### src/shared/pattern_trigger_pkg.sv
// constants for the pattern trigger and illumination controller
// assumes one 50 MHz clock and synchronous active-low reset
package pattern_trigger_pkg;
  localparam int CLOCK_HZ = 50_000_000;
  localparam int BLINK_HALF_MS = 250;
  localparam int BLINK_HALF_CYCLES = CLOCK_HZ / 1000 * BLINK_HALF_MS;
  localparam int BLINK_W = 24;
  localparam int PAT_W = 8;
  localparam int DUTY_W = 8;
  localparam int EXPO_W = 16;
  localparam logic [PAT_W-1:0] PAT_RESET = 8'h00;
  localparam logic [2:0] ENABLE_RESET = 3'h0;
  localparam logic [DUTY_W-1:0] DUTY_RESET = 8'h00;
  localparam int CH_RED = 0;
  localparam int CH_GREEN = 1;
  localparam int CH_BLUE = 2;
  localparam int SYNC_STAGES = 2;
  typedef enum logic [1:0] {
    SEQ_IDLE = 2'b00,
    SEQ_EXPOSE = 2'b01,
    SEQ_GAP = 2'b10
  } seq_state_type;
endpackage

### src/hdl/pattern_trigger_illumination_ctrl.sv
// pattern sequencer with trigger outputs and three-channel illumination pulses
// assumes host configuration arrives as plain level inputs, one clock domain
// Overview of operation
// - exposure output high during each pattern exposure, low otherwise
// - first-pattern output high while pattern zero is being exposed, low in idle and gap
// - advance trigger steps pattern; alternate mode toggles between two patterns
// - pause trigger pauses display; alternate mode advances by two patterns
// - trigger outputs let a camera sync acquisition to patterns
// - three independent illumination channels, each with own enable
// - each channel has a pulse output whose duty sets current
// - single emitter may use any one channel enable
// - global disable turns all enables off for external control
// - alive output toggles continuously while running without fault
// - fault output drives LED off on fault and during reset, lit otherwise
`timescale 1ns/1ps
module pattern_trigger_illumination_ctrl
  import pattern_trigger_pkg::*;
(
  input wire logic clock_in,
  input wire logic rst_n_in,
  input wire logic advance_trigger_in,
  input wire logic pause_trigger_in,
  input wire logic alternate_mode_in,
  input wire logic [PAT_W-1:0] pattern_count_in,
  input wire logic [EXPO_W-1:0] exposure_cycles_in,
  input wire logic config_valid_in,
  input wire logic [2:0] channel_enable_in,
  input wire logic all_disable_in,
  input wire logic [DUTY_W-1:0] red_duty_in,
  input wire logic [DUTY_W-1:0] green_duty_in,
  input wire logic [DUTY_W-1:0] blue_duty_in,
  input wire logic system_fault_in,
  output logic exposure_trigger_out,
  output logic first_pattern_trigger_out,
  output logic [PAT_W-1:0] pattern_index_out,
  output logic paused_out,
  output logic red_light_enable,
  output logic green_light_enable,
  output logic blue_light_enable,
  output logic red_current_pulse,
  output logic green_current_pulse,
  output logic blue_current_pulse,
  output logic alive_blink_out,
  output logic fault_status_out
);
  typedef struct packed {
    seq_state_type seq;
    logic [PAT_W-1:0] pattern;
    logic [EXPO_W-1:0] expo_cnt;
    logic paused;
    logic configured;
    logic [2:0] enables;
    logic [DUTY_W-1:0] pwm_cnt;
    logic [2:0] pulses;
    logic [BLINK_W-1:0] blink_cnt;
    logic blink;
    logic fault_led;
    logic expo_out;
    logic first_out;
  } ctrl_state_type;
  ctrl_state_type state_q, state_d;

  logic advance_rise;
  logic pause_rise;

  trigger_sync advance_sync (
    .clock_in(clock_in),
    .rst_n_in(rst_n_in),
    .async_in(advance_trigger_in),
    .rise_out(advance_rise)
  );
  trigger_sync pause_sync (
    .clock_in(clock_in),
    .rst_n_in(rst_n_in),
    .async_in(pause_trigger_in),
    .rise_out(pause_rise)
  );

  function automatic logic [PAT_W-1:0] step_pattern(input logic [PAT_W-1:0] cur,
                                                    input logic [PAT_W-1:0] delta,
                                                    input logic [PAT_W-1:0] count);
    logic [PAT_W:0] sum;
    sum = {1'b0, cur} + {1'b0, delta};
    // wrap keeps index inside the configured sequence
    if (count == '0) begin
      step_pattern = PAT_RESET;
    end else if (sum >= {1'b0, count}) begin
      step_pattern = PAT_W'(sum - {1'b0, count});
    end else begin
      step_pattern = sum[PAT_W-1:0];
    end
  endfunction

  always_comb begin
    state_d = state_q;
    if (state_q.seq == SEQ_IDLE || state_q.seq == SEQ_GAP) begin
      if (advance_rise) begin
        if (alternate_mode_in) begin
          state_d.pattern = (state_q.pattern == PAT_RESET) ? 8'h01 : PAT_RESET;
        end else if (state_q.seq == SEQ_GAP && !state_q.paused) begin
          // paused display holds its pattern
          state_d.pattern = step_pattern(state_q.pattern, 8'h01, pattern_count_in);
        end
        if (!state_q.paused || alternate_mode_in) begin
          state_d.seq = SEQ_EXPOSE;
          state_d.expo_cnt = exposure_cycles_in;
        end
      end else if (pause_rise) begin
        if (alternate_mode_in) begin
          state_d.pattern = step_pattern(state_q.pattern, 8'h02, pattern_count_in);
        end else begin
          state_d.paused = ~state_q.paused;
        end
      end
    end else begin
      if (state_q.expo_cnt <= 16'h0001) begin
        state_d.seq = SEQ_GAP;
        state_d.expo_cnt = '0;
      end else begin
        state_d.expo_cnt = state_q.expo_cnt - 16'h0001;
      end
    end
    state_d.expo_out = (state_d.seq == SEQ_EXPOSE);
    state_d.first_out = (state_d.seq == SEQ_EXPOSE) && (state_d.pattern == PAT_RESET);

    if (config_valid_in) begin
      state_d.configured = 1'b1;
    end
    state_d.enables = (state_q.configured && !all_disable_in) ? channel_enable_in : ENABLE_RESET;
    state_d.pwm_cnt = state_q.pwm_cnt + 8'h01;
    state_d.pulses[CH_RED] = state_q.enables[CH_RED] && (state_q.pwm_cnt < red_duty_in);
    state_d.pulses[CH_GREEN] = state_q.enables[CH_GREEN] && (state_q.pwm_cnt < green_duty_in);
    state_d.pulses[CH_BLUE] = state_q.enables[CH_BLUE] && (state_q.pwm_cnt < blue_duty_in);

    if (!system_fault_in) begin
      if (state_q.blink_cnt >= BLINK_W'(BLINK_HALF_CYCLES - 1)) begin
        state_d.blink_cnt = '0;
        state_d.blink = ~state_q.blink;
      end else begin
        state_d.blink_cnt = state_q.blink_cnt + 24'h000001;
      end
    end
    state_d.fault_led = ~system_fault_in;
  end

  always_ff @(posedge clock_in) begin
    if (!rst_n_in) begin
      state_q <= '0;
      state_q.seq <= SEQ_IDLE;
      state_q.pattern <= PAT_RESET;
      state_q.enables <= ENABLE_RESET;
      state_q.pwm_cnt <= DUTY_RESET;
    end else begin
      state_q <= state_d;
    end
  end

  assign exposure_trigger_out = state_q.expo_out;
  assign first_pattern_trigger_out = state_q.first_out;
  assign pattern_index_out = state_q.pattern;
  assign paused_out = state_q.paused;
  assign red_light_enable = state_q.enables[CH_RED];
  assign green_light_enable = state_q.enables[CH_GREEN];
  assign blue_light_enable = state_q.enables[CH_BLUE];
  assign red_current_pulse = state_q.pulses[CH_RED];
  assign green_current_pulse = state_q.pulses[CH_GREEN];
  assign blue_current_pulse = state_q.pulses[CH_BLUE];
  assign alive_blink_out = state_q.blink;
  assign fault_status_out = state_q.fault_led;

  property p_expo_matches_state;
    @(posedge clock_in) disable iff (!rst_n_in)
      $rose(exposure_trigger_out) |-> state_q.expo_cnt == $past(exposure_cycles_in);
  endproperty
  a_expo_matches_state: assert property (p_expo_matches_state)
    else $error("exposure length not loaded at exposure start");

  property p_first_only_exposed;
    @(posedge clock_in) disable iff (!rst_n_in)
      first_pattern_trigger_out |-> exposure_trigger_out && pattern_index_out == PAT_RESET;
  endproperty
  a_first_only_exposed: assert property (p_first_only_exposed)
    else $error("first pattern flag without pattern zero");

  property p_advance_starts;
    @(posedge clock_in) disable iff (!rst_n_in)
      (advance_rise && state_q.seq != SEQ_EXPOSE && !state_q.paused) |=> exposure_trigger_out;
  endproperty
  a_advance_starts: assert property (p_advance_starts)
    else $error("advance did not start exposure");

  property p_pause_toggles;
    @(posedge clock_in) disable iff (!rst_n_in)
      (pause_rise && !advance_rise && !alternate_mode_in && state_q.seq != SEQ_EXPOSE)
      |=> paused_out != $past(paused_out);
  endproperty
  a_pause_toggles: assert property (p_pause_toggles)
    else $error("pause did not toggle");

  property p_disable_all;
    @(posedge clock_in) disable iff (!rst_n_in)
      all_disable_in |=> !red_light_enable && !green_light_enable && !blue_light_enable;
  endproperty
  a_disable_all: assert property (p_disable_all)
    else $error("enables active while disabled");

  property p_pulse_needs_enable;
    @(posedge clock_in) disable iff (!rst_n_in)
      red_current_pulse |-> $past(red_light_enable);
  endproperty
  a_pulse_needs_enable: assert property (p_pulse_needs_enable)
    else $error("pulse without enable");

  property p_fault_lamp;
    @(posedge clock_in) disable iff (!rst_n_in)
      system_fault_in |=> !fault_status_out;
  endproperty
  a_fault_lamp: assert property (p_fault_lamp)
    else $error("fault lamp lit during fault");

  property p_blink_frozen;
    @(posedge clock_in) disable iff (!rst_n_in)
      system_fault_in |=> $stable(alive_blink_out);
  endproperty
  a_blink_frozen: assert property (p_blink_frozen)
    else $error("blink moved during fault");

  property p_unconfigured_quiet;
    @(posedge clock_in) disable iff (!rst_n_in)
      !state_q.configured |-> !red_light_enable && !blue_current_pulse;
  endproperty
  a_unconfigured_quiet: assert property (p_unconfigured_quiet)
    else $error("output active before config");
endmodule

### src/hdl/trigger_sync.sv
// two-flop synchroniser with rising edge detect for one trigger input
// assumes input may be asynchronous to clock_in
`timescale 1ns/1ps
module trigger_sync
  import pattern_trigger_pkg::*;
(
  input wire logic clock_in,
  input wire logic rst_n_in,
  input wire logic async_in,
  output logic rise_out
);
  typedef struct packed {
    logic meta;
    logic stable;
    logic prev;
    logic rise;
  } sync_state_type;
  sync_state_type state_q, state_d;

  always_comb begin
    state_d = state_q;
    state_d.meta = async_in;
    state_d.stable = state_q.meta;
    state_d.prev = state_q.stable;
    // first flop feeds only the second one
    state_d.rise = state_q.stable & ~state_q.prev;
  end

  always_ff @(posedge clock_in) begin
    if (!rst_n_in) begin
      state_q <= '0;
    end else begin
      state_q <= state_d;
    end
  end

  assign rise_out = state_q.rise;

  property p_rise_from_edge;
    @(posedge clock_in) disable iff (!rst_n_in)
      (state_q.stable && !state_q.prev) |=> rise_out;
  endproperty
  a_rise_from_edge: assert property (p_rise_from_edge)
    else $error("edge not reported");
endmodule

### config.mk
export PLATFORM = sky130hd
export DESIGN_NAME = pattern_trigger_illumination_ctrl
export DESIGN_NICKNAME = d
export VERILOG_FILES = /design/src/shared/pattern_trigger_pkg.sv /design/src/hdl/pattern_trigger_illumination_ctrl.sv /design/src/hdl/trigger_sync.sv
export SDC_FILE = /design/constraint.sdc
export NUM_CORES = 1
export LEC_CHECK = 0
export BUFFER_PORTS_ARGS = -buffer_cell sky130_fd_sc_hd__buf_2
export CAP_MARGIN = 20
export CORE_MARGIN = 8
export CORE_UTILIZATION = 25
export DETAILED_ROUTE_END_ITERATION = 8
export GPL_ROUTABILITY_DRIVEN = 0
export SYNTH_ARGS = -nofsm -noshare
export SYNTH_HDL_FRONTEND = slang
export SYNTH_SLANG_ARGS = --single-unit
### constraint.sdc
create_clock -name clock_in -period 5.85 [get_ports clock_in]
set_clock_uncertainty 0.1 [all_clocks]
set_input_delay 0.585 -clock clock_in [delete_from_list [all_inputs] [get_ports clock_in]]
set_output_delay 0.585 -clock clock_in [all_outputs]
set_load 0.01 [all_outputs]
==> out/results.tsv, run 1 <==
metric	value	unit
finalHoldViolations	0	
tns	0	ns
wl	13440	um
cts_resized	0	
max_freq	0.2433	GHz
diodes	0	
placementRows	52	
startpoint_type	flip-flop	
detail_route.wl_per_cell	13.87	um
powerDensity	217.4	mW/mm2
cts_buffers	9	
p_leak	2.770	nW
cts_hold_buffers	0	
yosys.area.top_type_share	0.3035	
period_minus_slack	4.109	ns
dp_hpwl	10430	um
ys_ff_latch	78	
place_inst	953	
cts.sinks	78	
synth_top_cell_by_area	dfxtp_1	
cts_setup_buffers	0	
initial_core_util	0.2543	
nets	799	
detail_route.first_pass.iterations	5	
worstMarginPinSlew	1.073	ns
routed-via-count	4578	
final_common_cell	nor2_1	
syn_nets	739	
netlist_area	0.005145	mm2
cts_tree	built	
synthToLayoutAreaGrowth	17.12	%
yosysWarnings	0	
grt_pass1_wl	22100	um
setup-violations-final	0	
first_iter_violations	269	
drive_above_1_share	0.1459	
worst_slew_margin_rel	0.2794	
cpMaxStageDelayCell	a211oi_1	
synth.avg_cell_area	8.115	um2
die_w	159.5	um
maxCapViolations	0	
clockBufferDepth	2	
grt_max_degree	35	
post-route-period-util	0.7025	
grt.overflow.total	0	
arrival	4.25	ns
synth_area_leaders	dfxtp_1 (30%), ha_1 (11%), nor2_1 (6.6%)	
final_antenna_net_count	0	
rsz0062_at_grt	no	
ys_seq_area_frac	0.3035	
worst_setup_path_end_kind	flip-flop	
htree_levels	3	
synthCells	634	
ys_types	67	
grt_pass1_vias	4434	
io-pin-count	78	
synth_edf_count	0	
portBuffers	77	
dieArea	0.02543	mm2
crit_path_max_fanout	10	
ir_drop	107.1	uV
power	0.001310	W
drv_slew	0	
insertion_delay	0.33	ns
layout_common_cells	nor2_1 (91), dfxtp_1 (78), buf_2 (77)	
grtUsageTotal	0.1039	
path_cells	ha_1 -> nand3_1 -> nor2_1 -> xnor2_1 -> inv_1 -> ha_1 -> nand4_1 -> a211oi_1 -> or2_1 -> mux2_1 -> a222oi_1 -> nand4_1 -> nor4_2	
layout.cells.non_filler	969	
die_height	159.5	um
cp_data_required_time	5.99	ns
core	0.02023	mm2
cp_slowest_stage_delay	0.57	ns
antenna_found_initial	0	
crit_type	flip-flop to flip-flop	
synthArstFlopShare	0	
synth_ff_type	dfxtp_1	
avgViaCountPerCell	4.724	
clockRootBuffer	clkbuf_16	
clk_pin_slew_worst_paths	0.06	ns
drc	0	
nFillCells	2168	
hp-class	flip-flop to flip-flop	
status	completed	
## kinds of logic after synthesis
kind of cell	after synthesis	share of synthesized area
AOI/OAI and AO/OA	134	0.1824
xor gates and xnor gates	54	0.09193
adders and majority gates	46	0.1148
buffers and inverters	73	0.06274
DFF	78	0.3035
muxes	6	0.01313
and+or+nand+nor	243	0.2315
## final cells by class
cell class | instances | area (um2) | share of cell area
Tap cell | 270 | 337.8 | 0.05606
Inverter | 44 | 166.4 | 0.02762
Timing Repair Buffer | 78 | 392.9 | 0.06520
Clock buffer | 13 | 260.3 | 0.04319
Sequential cell | 78 | 1562 | 0.2591
Multi-Input combinational cell | 483 | 3264 | 0.5417
Clock inverter | 3 | 42.54 | 0.007060
## sequential cells by signal (all words and copies together) (netlist names), 2 cells and up
signal,cells
pause_sync.state_d,2
advance_sync.state_d,2
state_q,51
pattern_index_out,8
## stage by stage
| step | utilization | hold WS (ns) | instance area, um2 | setup slack [ns] |
|---|---|---|---|---|
| 6_report | 0.2978 | 0.2763 | 6026 | 1.741 |
| 5_1_grt | 0.2978 | 0.2988 | 6026 | 1.468 |
| 4_1_cts | 0.2978 | 0.2820 | 6026 | 1.841 |
| 3_5_place_dp | 0.2828 | 0.2735 | 5723 | 1.878 |
| 3_3_place_gp | 0.2828 | 0.2702 | 5723 | 2.051 |
| 2_1_floorplan | - | 0.2674 | 5145 | 2.490 |
## worst max-delay path: cells and delay by family, from the launching register on
family          cells  cell delay [ns]
buf+inv             1             0.07
xor+xnor            1             0.16
simple gates        6             1.24
compound gates      2             0.90
flops               1             0.55
mux                 1             0.37
fa+ha+maj           2             0.63
## power by group
part | leakage [nW] | switching (W) | internal, W | total (W)
Clock | 0.146 | 0.000212 | 0.000353 | 0.000565
Combinational | 1.99 | 0.000105 | 0.0000808 | 0.000185
Sequential | 0.633 | 0.0000144 | 0.000545 | 0.000560
Total | 2.77 | 0.000330 | 0.000980 | 0.00131
## cells in the mapped netlist (7+ instances only)
cell      instances
xor2_1           25
and2_1           16
nor3_1           14
nand4_1          10
nor2b_1           7
a222oi_1          7
o21ai_1          16
a21o_1           22
nand2b_1          8
o21ai_0          14
clkbuf_1         17
dfxtp_1          78
inv_1            42
xnor2_1          29
ha_1             44
nand3_1          23
and3_1            9
nor2_1           91
a21oi_1          27
nand2_1          37
buf_4             8
## worst paths after layout
| path | startpoint | endpoint | cells after the start | slack [ns] |
|---|---|---|---|---|
| max | pattern_index_out[1] | first_pattern_trigger_out | 13 | 1.74 |
| min | advance_sync.state_q[1] | advance_sync.rise_out | 1 | 0.28 |
| max reg2reg | pattern_index_out[1] | first_pattern_trigger_out | 13 | 1.74 |
| min reg2reg | advance_sync.state_q[1] | advance_sync.rise_out | 1 | 0.28 |
## metal layers
layer,track usage,share of wire,vias up
li1,-,-,2348
met1,0.1369,0.48,2103
met2,0.1706,0.47,114
met3,0.01577,0.043,13
met4,0.03388,0.013,0
met5,0,0,-
No activity file was read; power rests on OpenSTA's default activity.
==> run 2, diff against run 1 <==
==> constraint.sdc (replaced) <==
create_clock -name clock_in -period 3.51 [get_ports clock_in]
set_clock_uncertainty 0.1 [all_clocks]
set_input_delay 0.351 -clock clock_in [delete_from_list [all_inputs] [get_ports clock_in]]
set_output_delay 0.351 -clock clock_in [all_outputs]
set_load 0.01 [all_outputs]
==> run 2 against run 1 <==
Against the previous run:
- combinational power is 75% higher
- die area stayed put
- non-clock buffer count is 21 higher
- power is 67% higher
- clock power is 64% higher
- sequential share of layout area is 0.75 points lower
- fmax is 21% higher
- design area is 3.2% higher
- sequential power is 66% higher
- via count is 2.7% higher
- critical endpoint unchanged
==> out/results.tsv, run 2 (synthesis gave the netlist of run 1 again) <==
metric	value	unit	change
status	completed		unchanged
detail_route.first_pass.iterations	5		unchanged
final_antenna_net_count	0		unchanged
detail_route.wl_per_cell	14.06	um	was 13.87 um
crit_buf_inv	2		was 1
avgViaCountPerCell	4.755		was 4.724
drive_above_1_share	0.1822		was 0.1459
worst_setup_path_end_kind	flip-flop		unchanged
p_leak	2.869	nW	was 2.770 nW
post-route-period-util	0.9682		was 0.7025
crit_path_max_fanout	7		was 10
clockBufferDepth	2		unchanged
finalHoldViolations	0		unchanged
crit_family	compound AO/OA/AOI/OAI gates		was simple AND/OR/NAND/NOR gates
ff_latch_area	0.001565	mm2	was 0.001562 mm2
setup-violations-final	0		unchanged
diodes	0		unchanged
portBuffers	77		unchanged
first_iter_violations	289		was 269
layout.cells.non_filler	989		was 969
place_inst	972		was 953
worstMarginPinSlew	0.6619	ns	was 1.073 ns
cts_tree	built		unchanged
max_freq	0.2943	GHz	was 0.2433 GHz
grt_max_degree	35		unchanged
grtUsageTotal	0.1077		was 0.1039
arrival	3.54	ns	was 4.25 ns
crit_type	flip-flop to flip-flop		unchanged
cpMaxStageDelayCell	a222oi_1		was a211oi_1
cts.sinks	78		unchanged
die_w	159.5	um	unchanged
cp_num_cells	12		was 13
final_common_cell	nor2_1		unchanged
ir_drop	180.0	uV	was 107.1 uV
ff2ff_path_depth	12		was 13
grt_pass1_wl	22780	um	was 22100 um
drc	0		unchanged
startpoint_type	flip-flop		unchanged
insertion_delay	0.33	ns	about the same
cp_slowest_stage_delay	0.40	ns	was 0.57 ns
htree_levels	3		unchanged
nets	820		was 799
power	0.002182	W	was 0.001310 W
cp_data_required_time	3.66	ns	was 5.99 ns
drv_slew	0		unchanged
regMostFlops	state_q		unchanged
initial_core_util	0.2543		unchanged
layout_common_cells	nor2_1 (91), buf_2 (77), dfxtp_1 (75)		was nor2_1 (91), dfxtp_1 (78), buf_2 (77)
dieArea	0.02543	mm2	unchanged
clk_pin_slew_worst_paths	0.06	ns	about the same
powerDensity	350.8	mW/mm2	was 217.4 mW/mm2
grt.overflow.total	0		unchanged
cts_hold_buffers	0		unchanged
die_height	159.5	um	unchanged
wl	13900	um	was 13440 um
nFillCells	2152		was 2168
io-pin-count	78		unchanged
grt_pass1_vias	4547		was 4434
synthToLayoutAreaGrowth	20.91	%	was 17.12%
cts_buffers	9		unchanged
dp_hpwl	10680	um	was 10430 um
placementRows	52		unchanged
hp-class	input pin to flip-flop		was flip-flop to flip-flop
antenna_found_initial	0		unchanged
multi_input_area	0.003307	mm2	was 0.003264 mm2
routed-via-count	4703		was 4578
worst_slew_margin_rel	0.5571		was 0.2794
clockRootBuffer	clkbuf_16		unchanged
largest_reg_flops	51		unchanged
maxCapViolations	0		unchanged
holdPathStages	2		was 1
tns	0	ns	unchanged
core	0.02023	mm2	unchanged
path_cells	buf_6 -> inv_1 -> ha_1 -> ha_1 -> nand4_1 -> o311a_1 -> a31oi_2 -> nand2b_4 -> mux2_1 -> a222oi_1 -> nand4_1 -> nor4_2		was ha_1 -> nand3_1 -> nor2_1 -> xnor2_1 -> inv_1 -> ha_1 -> nand4_1 -> a211oi_1 -> or2_1 -> mux2_1 -> a222oi_1 -> nand4_1 -> nor4_2
period_minus_slack	3.398	ns	was 4.109 ns
[run 2: changes by cell type in the layout (fill, tap and decap cells not counted), moves of 2 or more]
cell | before | now
buf_4 | 1 | 20
dfxtp_1 | 78 | 75
dfxtp_2 | 0 | 3
ha_1 | 44 | 42
ha_4 | 0 | 2
[run 2: final cells by class]
| type | count | share of cell area |
|---|---|---|
| clock inverters | 4 | 0.007643 |
| well taps | 270 | 0.05430 |
| inverters | 44 | 0.02675 |
| clock buffers | 11 | 0.03902 |
| multi-input cells | 483 | 0.5316 |
| repair buffers | 99 | 0.08910 |
| flip-flops and latches | 78 | 0.2516 |
[run 2: path summary, 6_finish.rpt]
kind	from	endpoint	slack [ns]
setup reg to reg	pattern_index_out[1]	first_pattern_trigger_out	0.11
setup / recovery	pattern_index_out[1]	first_pattern_trigger_out	0.11
hold reg to reg	pause_sync.state_q[1]	pause_sync.rise_out	0.28
hold / removal	channel_enable_in[1]	green_light_enable	0.11
[run 2: where the power goes]
part           switching [W]  internal, W
clock network       0.000363     0.000564
logic               0.000179     0.000143
registers          0.0000230     0.000909
total               0.000566      0.00162
[run 2: per-layer routing]
layer / share of wire / track usage / routed length [um]
met5: 0 / 0 / 0
met4: 0.018 / 0.03688 / 244
met3: 0.046 / 0.02042 / 645
met2: 0.47 / 0.1756 / 6508
met1: 0.47 / 0.1397 / 6505
[run 2: metrics by stage]
| step | cell area [um2] | hold slack [ns] | worst slack [ns] | utilization |
|---|---|---|---|---|
| after floorplan | 5145 | 0.2674 | 0.1502 | - |
| after detailed placement | 5862 | 0.2711 | 0.04195 | 0.2897 |
| after global placement | 5862 | 0.2705 | 0.1201 | 0.2897 |
| final | 6221 | 0.1130 | 0.1117 | 0.3074 |
| after global routing | 6221 | 0.1089 | -0.04002 | 0.3074 |
| after CTS | 6152 | 0.1015 | 0.01520 | 0.3040 |
[run 2: worst register-to-register path, stage by stage (launching register included)]
cell and delay, ns:
dfxtp_2 0.39, buf_6 0.16, inv_1 0.08, ha_1 0.32, ha_1 0.30, nand4_1 0.13, o311a_1 0.33, a31oi_2 0.23
nand2b_4 0.20, mux2_1 0.34, a222oi_1 0.40, nand4_1 0.17, nor4_2 0.16
[run 2: what timing repair did]
action                                 in CTS  in global routing
endpoints found under the hold margin       0                  0
buffers inserted                            0                  1
setup endpoints to repair                   0                  4
gates resized for setup                     0                 13
==> run 3, diff against run 2 <==
--- a/config.mk
+++ b/config.mk
@@ -11,6 +11,8 @@
 export CORE_UTILIZATION = 25
 export DETAILED_ROUTE_END_ITERATION = 8
 export GPL_ROUTABILITY_DRIVEN = 0
+export GPL_TIMING_DRIVEN = 0
 export SYNTH_ARGS = -nofsm -noshare
 export SYNTH_HDL_FRONTEND = slang
+export SYNTH_HIERARCHICAL = 1
 export SYNTH_SLANG_ARGS = --single-unit
==> run 3 against run 2 <==
Against the previous run:
- register-to-register slack about the same
- design area is 1.9% higher
- area after synthesis up 0.85%
- non-clock buffer count grew 9
- critical path type unchanged
- critical endpoint unchanged
- largest cell class unchanged
- highest routed layer unchanged
==> out/results.tsv, run 3 <==
metric	value	unit	change
clk_pin_slew_worst_paths	0.06	ns	about the same
drv_slew	0		unchanged
nets	819		was 820
period_minus_slack	3.398	ns	about the same
synth_ff_type	dfxtp_1		unchanged
first_iter_violations	312		was 289
finalHoldViolations	0		unchanged
synth_area_leaders	dfxtp_1 (30%), ha_1 (11%), xnor2_1 (4.4%)		was dfxtp_1 (30%), ha_1 (11%), nor2_1 (6.6%)
worst_setup_path_end_kind	flip-flop		unchanged
synthArstFlopShare	0		unchanged
regMostFlops	state_q		unchanged
hp-class	input pin to flip-flop		unchanged
crit_buf_inv	1		was 2
cts_buffers	9		unchanged
netlist_area	0.005189	mm2	was 0.005145 mm2
status	completed		unchanged
path_cells	ha_1 -> nand3_1 -> nor2_2 -> xor2_2 -> ha_1 -> a21oi_1 -> a21oi_1 -> nor3_2 -> buf_4 -> a221oi_1 -> o21ai_0 -> o211a_1 -> nand4_1 -> nor4b_2		was buf_6 -> inv_1 -> ha_1 -> ha_1 -> nand4_1 -> o311a_1 -> a31oi_2 -> nand2b_4 -> mux2_1 -> a222oi_1 -> nand4_1 -> nor4_2
drive_above_1_share	0.1992		was 0.1822
ir_drop	228.0	uV	was 180.0 uV
synth_most_common_cell	dfxtp_1		was nor2_1
ys_seq_area_frac	0.3009		was 0.3035
worstMarginPinSlew	0.5461	ns	was 0.6619 ns
ys_ff_latch	78		unchanged
tns	0	ns	unchanged
htree_levels	3		unchanged
syn_nets	730		was 739
detail_route.first_pass.iterations	5		unchanged
max_freq	0.2943	GHz	about the same
cp_data_required_time	3.65	ns	was 3.66 ns
portBuffers	76		was 77
cp_slowest_stage_delay	0.42	ns	was 0.40 ns
grtUsageTotal	0.1026		was 0.1077
die_w	160.1	um	was 159.5 um
ys_types	65		was 67
grt_max_degree	13		was 35
cts_hold_buffers	0		unchanged
layout_setup_ws	0.1124	ns	was 0.1117 ns
placementRows	52		unchanged
crit_path_max_fanout	7		unchanged
cpMaxStageDelayCell	dfxtp_4		was a222oi_1
hold_start	config_valid_in		was channel_enable_in[1]
routed-via-count	4580		was 4703
r2r_end	first_pattern_trigger_out		unchanged
p_leak	2.920	nW	was 2.869 nW
io-pin-count	78		unchanged
synth.avg_cell_area	8.302	um2	was 8.115 um2
avgViaCountPerCell	4.636		was 4.755
layout_common_cells	buf_2 (78), dfxtp_1 (72), inv_1 (49)		was nor2_1 (91), buf_2 (77), dfxtp_1 (75)
detail_route.wl_per_cell	13.56	um	was 14.06 um
dp_slack	-0.6627	ns	was 0.04195 ns
ff2ff_path_depth	14		was 12
final_common_cell	buf_2		was nor2_1
synth_top_cell_by_area	dfxtp_1		unchanged
antenna_found_initial	0		unchanged
synthCells	625		was 634
drc	0		unchanged
clockBufferDepth	2		unchanged
synthTopCellsByCount	dfxtp_1 (78), nor2_1 (50), inv_1 (49)		was nor2_1 (91), dfxtp_1 (78), ha_1 (44)
largest_reg_flops	51		unchanged
clockRootBuffer	clkbuf_16		unchanged
setup-violations-final	0		unchanged
cts_tree	built		unchanged
regToRegStartpoint	pattern_index_out[1]		unchanged
grt_pass1_vias	4387		was 4547
hold-path-endpoint	state_q[42]		was green_light_enable
core	0.02030	mm2	was 0.02023 mm2
powerDensity	341.6	mW/mm2	was 350.8 mW/mm2
worst_slew_margin_rel	0.6329		was 0.5571
grt.overflow.total	0		unchanged
diodes	0		unchanged
insertion_delay	0.33	ns	about the same
maxCapViolations	0		unchanged
yosysWarnings	6		was 0
cts.sinks	78		unchanged
final_antenna_net_count	0		unchanged
wl	13400	um	was 13900 um
die_height	160.1	um	was 159.5 um
yosys.area.top_type_share	0.3009		was 0.3035
crit_family	simple AND/OR/NAND/NOR gates		was compound AO/OA/AOI/OAI gates
grt_pass1_wl	21780	um	was 22780 um
initial_core_util	0.2556		was 0.2543
r2r_slack	0.11	ns	about the same
startpoint_type	flip-flop		unchanged
arrival	3.53	ns	was 3.54 ns
holdPathStages	2		unchanged
dieArea	0.02562	mm2	was 0.02543 mm2
synthToLayoutAreaGrowth	22.11	%	was 20.91%
dp_hpwl	10490	um	was 10680 um
synth_edf_count	0		unchanged
post-route-period-util	0.9680		was 0.9682
crit_type	flip-flop to flip-flop		unchanged
[run 3: cell count changes after synthesis, sizes merged, moves of 4 or more]
cell	delta
a21boi	+4
nor2	-40
and2	+4
nor2b	+19
a21oi	-11
o211ai	+4
inv	+7
[run 3: kinds of logic after synthesis]
family                     Yosys count  share of synthesized area
AOI/OAI and AO/OA                  130                     0.1763
xor gates and xnor gates            52                    0.08777
adders and majority gates           46                     0.1138
buffers and inverters               79                    0.06487
DFF                                 78                     0.3009
muxes                                4                   0.008439
and+or+nand+nor                    236                     0.2479
[run 3: power breakdown]
| group | internal, W | switching [W] |
|---|---|---|
| sequential | 0.000908 | 0.0000233 |
| clock | 0.000563 | 0.000345 |
| combinational | 0.000151 | 0.000174 |
[run 3: repair_timing]
action	in CTS	in global routing
setup buffers	0	4
pin swaps	1	4
endpoints found under the setup margin	6	4
resized for setup	14	16
[run 3: final cells by class]
class                   instances  area [um2]
plain buffers                  27       147.6
clock buffers                  11       242.7
clock inverters                 4       47.55
fillers                      2176       13960
inverters                      49       183.9
multi-input cells             468        3385
flip-flops and latches         78        1577
well taps                     270       337.8
repair buffers                 81       415.4
[run 3: worst max-delay path by stage]
stage | from | endpoint | slack, ns | cells after the start
global route | pattern_index_out[1] | first_pattern_trigger_out | -0.03 | 14
global placement | pattern_index_out[1] | first_pattern_trigger_out | -0.65 | 13
CTS | pattern_index_out[3] | first_pattern_trigger_out | 0.01 | 13
detailed placement | pattern_index_out[2] | first_pattern_trigger_out | -0.66 | 13
finish | pattern_index_out[1] | first_pattern_trigger_out | 0.11 | 14
floorplan | pattern_index_out[1] | first_pattern_trigger_out | 0.13 | 13
[run 3: per-stage QoR]
stage / total power [W] / hold WS [ns] / instance area, um2 / utilization / instances
after global placement: 0.001270 / 0.3258 / 5907 / 0.2910 / 971
after detailed placement: 0.001274 / 0.3278 / 5907 / 0.2910 / 971
final: 0.002164 / 0.1172 / 6336 / 0.3121 / 988
after floorplan: 0.001171 / 0.3204 / 5189 / - / 625
after CTS: 0.002194 / 0.1045 / 6232 / 0.3070 / 983
after global routing: 0.002275 / 0.1079 / 6336 / 0.3121 / 988
[run 3: routing by layer]
layer | part of all wire | GRT usage | up-vias
met3 | 0.034 | 0.02468 | 12
met2 | 0.47 | 0.1695 | 77
met4 | 0.011 | 0.02421 | 0
li1 | - | - | 2380
met1 | 0.48 | 0.1321 | 2111
met5 | 0 | 0 | -
